$ cat config.mk
export PLATFORM = sky130hd
export DESIGN_NAME = cpu_powerup_reset_sequencer
export DESIGN_NICKNAME = d
export VERILOG_FILES = /design/src/pwrseq_pkg.sv /design/src/cpu_powerup_reset_sequencer.sv
export SDC_FILE = /design/constraint.sdc
export NUM_CORES = 1
export LEC_CHECK = 0
export BUFFER_PORTS_ARGS = -buffer_cell sky130_fd_sc_hd__clkbuf_2
export CAP_MARGIN = 20
export CORE_UTILIZATION = 52
export CTS_BUF_LIST = sky130_fd_sc_hd__clkbuf_4
export DETAILED_ROUTE_END_ITERATION = 12
export PLACE_DENSITY_LB_ADDON = 0.05
export SLEW_MARGIN = 40
export SYNTH_ARGS = -nofsm -noshare
export SYNTH_HDL_FRONTEND = slang
export SYNTH_SLANG_ARGS = --single-unit
$ cat constraint.sdc
create_clock -name mclk -period 1.2 [get_ports mclk]
set_input_delay 0.12 -clock mclk [delete_from_list [all_inputs] [get_ports mclk]]
set_output_delay 0.12 -clock mclk [all_outputs]
set_load 0.03 [all_outputs]
$ cat src/pwrseq_pkg.sv
// Function
// - all supplies good before supply-good; core supply follows our voltage code
// - ring oscillator clocks the core until supply-good, then grid moves to PLL
// - after first supply-good, never switch clock source again
// - connect rising only after reset release starts an init packet transfer
// - frequency-ratio code valid within 100 ns after supply-good; chipset waits
// - frequency-ratio code valid within 100 ns after reset input asserts
// - init packet uses ready, connect and forward-clock-init, all on reference clock
package pwrseq_pkg;

   // clock rate and timing
   localparam int CLK_MHZ = 20;
   localparam int T_CODE_VALID_NS = 100;
   // longest time, rounds down, never below one cycle
   localparam int CODE_VALID_CYC_RAW = (T_CODE_VALID_NS * CLK_MHZ) / 1000;
   localparam int CODE_VALID_CYC = (CODE_VALID_CYC_RAW < 1) ? 1 : CODE_VALID_CYC_RAW;

   // field widths
   localparam int RATIO_W = 4;
   localparam int VOLT_W = 5;
   localparam int PIN_N = 4;

   // pin synchroniser lanes
   localparam int PIN_GOOD = 0;
   localparam int PIN_RST_N = 1;
   localparam int PIN_CONNECT = 2;
   localparam int PIN_LOCK = 3;

   // reset values
   localparam logic [PIN_N-1:0] PIN_RST_VAL = 4'h0; // reset pin reads asserted
   localparam logic [RATIO_W-1:0] RATIO_RST_VAL = 4'hF;
   localparam logic [VOLT_W-1:0] VOLT_RST_VAL = 5'h1F;

   // clock grid sequencing, gray along ring -> wait -> run
   typedef enum logic [1:0] {
      GRID_RING = 2'b00,
      GRID_LOCK_WAIT = 2'b01,
      GRID_PLL_RUN = 2'b11
   } grid_state_t;

endpackage

$ cat src/cpu_powerup_reset_sequencer.sv
`timescale 1ns/1ps
`default_nettype none

module cpu_powerup_reset_sequencer (
   // clock and reset
   input wire logic mclk,
   input wire logic srst,
   // board pins, asynchronous
   input wire logic supplies_good,
   input wire logic proc_reset_n,
   input wire logic bus_connect,
   input wire logic pll_lock_raw,
   // fused codes, same clock
   input wire logic [pwrseq_pkg::RATIO_W-1:0] ratio_fuse,
   input wire logic [pwrseq_pkg::VOLT_W-1:0] volt_fuse,
   // open-drain code pins, oe_n low pulls the pin low
   output logic [pwrseq_pkg::RATIO_W-1:0] freq_ratio_code_oe_n,
   output logic [pwrseq_pkg::VOLT_W-1:0] core_volt_code_oe_n,
   // clock grid control
   output logic grid_on_pll,
   output logic core_hold,
   // init packet handshake
   output logic proc_ready_flag,
   output logic fwd_clk_init,
   output logic init_packet_start
);
   import pwrseq_pkg::*;

   ////////////////////////////////////////////////////////////////////////////
   // pin synchronisers

   logic [PIN_N-1:0] s1_r;
   logic [PIN_N-1:0] s2_r;
   logic [PIN_N-1:0] s3_r;
   logic [PIN_N-1:0] pin_q_r;
   logic [PIN_N-1:0] pin_q_nxt;

   // a level counts only once the second and third stages agree
   function automatic logic [PIN_N-1:0] settle(input logic [PIN_N-1:0] a,
                                               input logic [PIN_N-1:0] b,
                                               input logic [PIN_N-1:0] prev);
      settle = (a & b) | (prev & (a ^ b));
   endfunction

   // three-stage chain, first stage feeds only the second
   always_ff @(posedge mclk) begin
      if (srst) begin
         s1_r <= PIN_RST_VAL;
         s2_r <= PIN_RST_VAL;
         s3_r <= PIN_RST_VAL;
      end else begin
         s1_r <= {pll_lock_raw, bus_connect, proc_reset_n, supplies_good};
         s2_r <= s1_r;
         s3_r <= s2_r;
      end
   end

   assign pin_q_nxt = settle(s2_r, s3_r, pin_q_r);

   // filtered pin levels
   always_ff @(posedge mclk) begin
      if (srst) begin
         pin_q_r <= PIN_RST_VAL;
      end else begin
         pin_q_r <= pin_q_nxt;
      end
   end

   logic good_q;
   logic rst_q;
   logic conn_q;
   logic lock_q;
   logic conn_prev_r;
   logic rst_prev_r;

   assign good_q = pin_q_r[PIN_GOOD];
   assign rst_q = ~pin_q_r[PIN_RST_N];
   assign conn_q = pin_q_r[PIN_CONNECT];
   assign lock_q = pin_q_r[PIN_LOCK];

   // edge history of filtered levels
   always_ff @(posedge mclk) begin
      if (srst) begin
         conn_prev_r <= 1'b0;
         rst_prev_r <= 1'b1;
      end else begin
         conn_prev_r <= conn_q;
         rst_prev_r <= rst_q;
      end
   end

   ////////////////////////////////////////////////////////////////////////////
   // clock grid state

   grid_state_t grid_r;
   grid_state_t grid_nxt;

   // one-way walk: a sagging supply-good never sends us back to the ring
   always_comb begin
      grid_nxt = grid_r;
      case (grid_r)
         GRID_RING: begin
            if (good_q) begin
               grid_nxt = GRID_LOCK_WAIT;
            end
         end
         GRID_LOCK_WAIT: begin
            if (lock_q) begin
               grid_nxt = GRID_PLL_RUN;
            end
         end
         GRID_PLL_RUN: begin
            grid_nxt = GRID_PLL_RUN;
         end
         default: begin
            grid_nxt = GRID_RING;
         end
      endcase
   end

   always_ff @(posedge mclk) begin
      if (srst) begin
         grid_r <= GRID_RING;
      end else begin
         grid_r <= grid_nxt;
      end
   end

   // grid source and core hold straight from flops
   always_ff @(posedge mclk) begin
      if (srst) begin
         grid_on_pll <= 1'b0;
         core_hold <= 1'b1;
      end else begin
         grid_on_pll <= (grid_nxt != GRID_RING);
         core_hold <= rst_q | (grid_nxt != GRID_PLL_RUN);
      end
   end

   ////////////////////////////////////////////////////////////////////////////
   // code pins

   // ratio code is driven from reset onward, so it is already valid when
   // supply-good or the reset pin arrive; no sync latency can make it late
   always_ff @(posedge mclk) begin
      if (srst) begin
         freq_ratio_code_oe_n <= RATIO_RST_VAL;
      end else begin
         freq_ratio_code_oe_n <= ratio_fuse;
      end
   end

   // voltage code frozen once the core runs on the PLL, so the regulator
   // never sees the target move under a live core
   always_ff @(posedge mclk) begin
      if (srst) begin
         core_volt_code_oe_n <= VOLT_RST_VAL;
      end else if (grid_r == GRID_RING) begin
         core_volt_code_oe_n <= volt_fuse;
      end
   end

   ////////////////////////////////////////////////////////////////////////////
   // init packet handshake

   logic conn_rise;
   logic rst_fall;

   assign conn_rise = conn_q & ~conn_prev_r;
   assign rst_fall = rst_prev_r & ~rst_q;

   // start pulse only for a connect rise after reset release; connect held
   // high across the release is the bridge reset overlap, not a packet
   always_ff @(posedge mclk) begin
      if (srst) begin
         init_packet_start <= 1'b0;
      end else begin
         init_packet_start <= conn_rise & ~rst_q & ~rst_prev_r;
      end
   end

   // ready follows reset and PLL state, forward clock init follows reset alone
   always_ff @(posedge mclk) begin
      if (srst) begin
         proc_ready_flag <= 1'b0;
         fwd_clk_init <= 1'b1;
      end else begin
         proc_ready_flag <= ~rst_q & (grid_nxt == GRID_PLL_RUN);
         fwd_clk_init <= rst_q;
      end
   end

   ////////////////////////////////////////////////////////////////////////////
   // checks

   localparam int code_lim = CODE_VALID_CYC;
endmodule

`default_nettype wire

==> summary.txt <==
Critical path
  • Worst stage delay on the critical path: ~0.38 ns
  • Critical path buffers and inverters: 1
  • Data required, critical path: between 1 and 1.5 ns
  • CP delay by family, top: flip-flops
  • CP cell instances: clkbuf_2
  • Critical path endpoint category: output pin
  • Crit path max fanout: 2
  • Startpoint types: register
  • Crit path max-delay cell type: dfxtp_1
  • Crit path DAT: 0.92 ns
  • Class of the most critical setup path: register to output pin

Logic synthesis
  • Register area share after synthesis: between 60 and 70%
  • Library cells used by synthesis: 15
  • Avg Cell Area, Syn: 11.49 um2
  • Net Count, Synth: 111
  • Gate Count Post-Synth: about 90
  • Cell Area, Synth: roughly 1100 um2
  • Synth Warn #: 0
  • FF+latch count, synth: 33

Pwr
  • Flop pwr share: 60.9%
  • Worst VDD drop: around 1.0 mV
  • Switching Share: 22.90%
  • Total power: between 1500 and 2000 uW
  • Lkg Pwr: just under 0.0006 uW
  • Clock power share: between 30% and 40%
  • Sw Pwr: between 400 and 500 uW
  • Internal power: about 1400 uW
  • Comb power frac: under 10%
  • Power density over the cells: approximately 1400 nW/um2

Clocking
  • CTS clk-pin slew, worst paths: about 0.090 ns
  • Clock latency on the worst-skew pair: ~0.32 ns
  • TritonCTS clock tree: done
  • Post-CTS Setup Inserts: 0
  • Hold-fix buffers, CTS: 7
  • CTS root buf: clkbuf_4
  • Clock sink count: 33
  • Clock Tree Buf Depth: 2
  • H-Tree Depth: 2
  • CTS buffer count: 5
  • Post-CTS resize count: 0

Route
  • Final WL: 1567 um
  • DRT iter0 DRCs: 10
  • Vias: 733
  • Routed wire per std cell: 9.855 um
  • Routed vias/inst: about 4.6
  • DRC viols: 0
  • Drt pass-1 iters: 4
  • ANT nets after route: 0

Die
  • Starting Density: between 50% and 60%
  • DIE HEIGHT: approximately 47 um
  • IO Pins: 29
  • Core area: roughly 1800 um2
  • Rows: 15
  • Full die area: ~2200 um2
  • DIE WIDTH: between 40 and 50 um

STA
  • Fin. Hold Viols: 0
  • RSZ-0062 raised after global routing: false
  • Fin Clk Skew: around 0.0055 ns
  • Final period util: between 80% and 90%
  • Slew HR: about four fifths
  • Final setup fails: 0
  • Setup TNS: 0 ns
  • Fmax: 960.9 MHz
  • Final min period: around 1.0 ns
  • Max-slew violation count: 0
  • Worst slew pin tran: a little under 0.3 ns

GRT
  • Largest net degree at the start of global routing: 22
  • First-pass GRT wire length: approximately 2600 um
  • Global route overflow: 0
  • Initial antenna violation count: 0
  • Total GRT Usage: ~18%
  • Vias in the first global route: roughly 670

Finish
  • Commonest non-fill, non-tap cells in the layout: dfxtp_1 (33), clkbuf_2 (28), nor2b_1 (13), a21oi_1 (11), nor2_1 (11)
  • Antenna cells: 0
  • Area growth syn-to-layout: 26.27%
  • Commonest non-fill, non-tap cell in the layout: dfxtp_1
  • Layout cells sized above 1: 32.09%
  • Final #Nets: roughly 150
  • Cell area after layout: between 1000 and 1500 um2

Place
  • I/O Buffers: 28
  • GP Congestion: 0.7247
  • Area after DPL: between 1000 and 1500 um2
  • DP HPWL: about 1100 um

Status
  • Status: finished, final reports clean

Min path
  • Min-Delay Path Class: input port to register

Flow run
  • Max-capacitance violation count: 0
## power groups by stage
stage / Clock (uW) / Sequential [uW] / Combinational, uW
final: 585 / 1140 / 148
after global routing: 665 / 1150 / 163
after CTS: 611 / 1140 / 150
after detailed placement: 0 / 1170 / 131
after global placement: 0 / 1160 / 129
after floorplan: 0 / 1200 / 57.1
## cell type report
class | count | area, um2
well taps | 25 | 31.28
fillers | 144 | 485.5
clock inverters | 2 | 10.01
clock buffers | 6 | 45.04
repair buffers | 38 | 232.7
inverters | 1 | 3.754
multi-input cells | 54 | 351.6
flip-flops and latches | 33 | 660.6
## cell families (layout without fill, tap and decap cells)
| group | after synthesis | in the layout | share of synthesized area (%) |
|---|---|---|---|
| adder cells (fa/ha/maj) | 4 | 4 | 4.734 |
| buffers and inverters | 5 | 47 | 4.260 |
| AND/OR/NAND/NOR | 38 | 38 | 22.49 |
| AO/OA/AOI/OAI | 12 | 12 | 6.035 |
| flip-flops | 33 | 33 | 62.48 |
## metal layers
| metal | part of all wire [%] | global-route usage, % | routed length [um] |
|---|---|---|---|
| met1 | 47 | 18.80 | 743 |
| met2 | 48 | 29.72 | 749 |
| met3 | 3.8 | 10.38 | 60 |
| met4 | 0.89 | 8.571 | 14 |
| met5 | 0 | 0 | 0 |
## per-stage QoR
stage	hold slack [ns]	instances	setup WS (ns)	utilization, %
5_1_grt	0.004560	159	0.08388	73.33
3_3_place_gp	0.2956	144	0.3269	66.46
6_report	0.01593	159	0.1593	73.33
4_1_cts	0.008723	159	0.1351	73.33
2_1_floorplan	0.2171	92	0.3560	-
3_5_place_dp	0.3020	144	0.2540	66.46
## registers in the layout, indices dropped and copies added, names as in the netlist, 2 cells and up
signal and count:
s1_r 4, pin_q_r 4, core_volt_code_oe_n 5, s2_r 4, freq_ratio_code_oe_n 4, grid_r 2
s3_r 4
## synth_stat cells
| cell type | n | area, um2 |
|---|---|---|
| nand2b_1 | 1 | 6.260 |
| nor4_1 | 5 | 31.28 |
| or2_1 | 5 | 31.28 |
| a21oi_1 | 11 | 55.05 |
| nand2b_4 | 1 | 13.76 |
| or2_4 | 1 | 8.760 |
| nor2b_1 | 13 | 81.33 |
| ha_1 | 4 | 50.05 |
| o21ai_2 | 1 | 8.760 |
| buf_6 | 3 | 33.78 |
| dfxtp_1 | 33 | 660.6 |
| nor2_1 | 11 | 41.29 |
| nor4b_4 | 1 | 23.77 |
| buf_4 | 1 | 7.510 |
| inv_1 | 1 | 3.750 |
## final timing paths
| path | start | endpoint | slack (ns) | depth (start not counted) |
|---|---|---|---|---|
| hold reg to reg | s1_r[3] | s2_r[3] | 0.44 | 1 |
| setup reg to reg | s2_r[0] | pin_q_r[0] | 0.24 | 3 |
| setup / recovery | fwd_clk_init | fwd_clk_init | 0.16 | 1 |
| hold / removal | supplies_good | s1_r[0] | 0.02 | 2 |
Power figures use the tool's default switching activity.
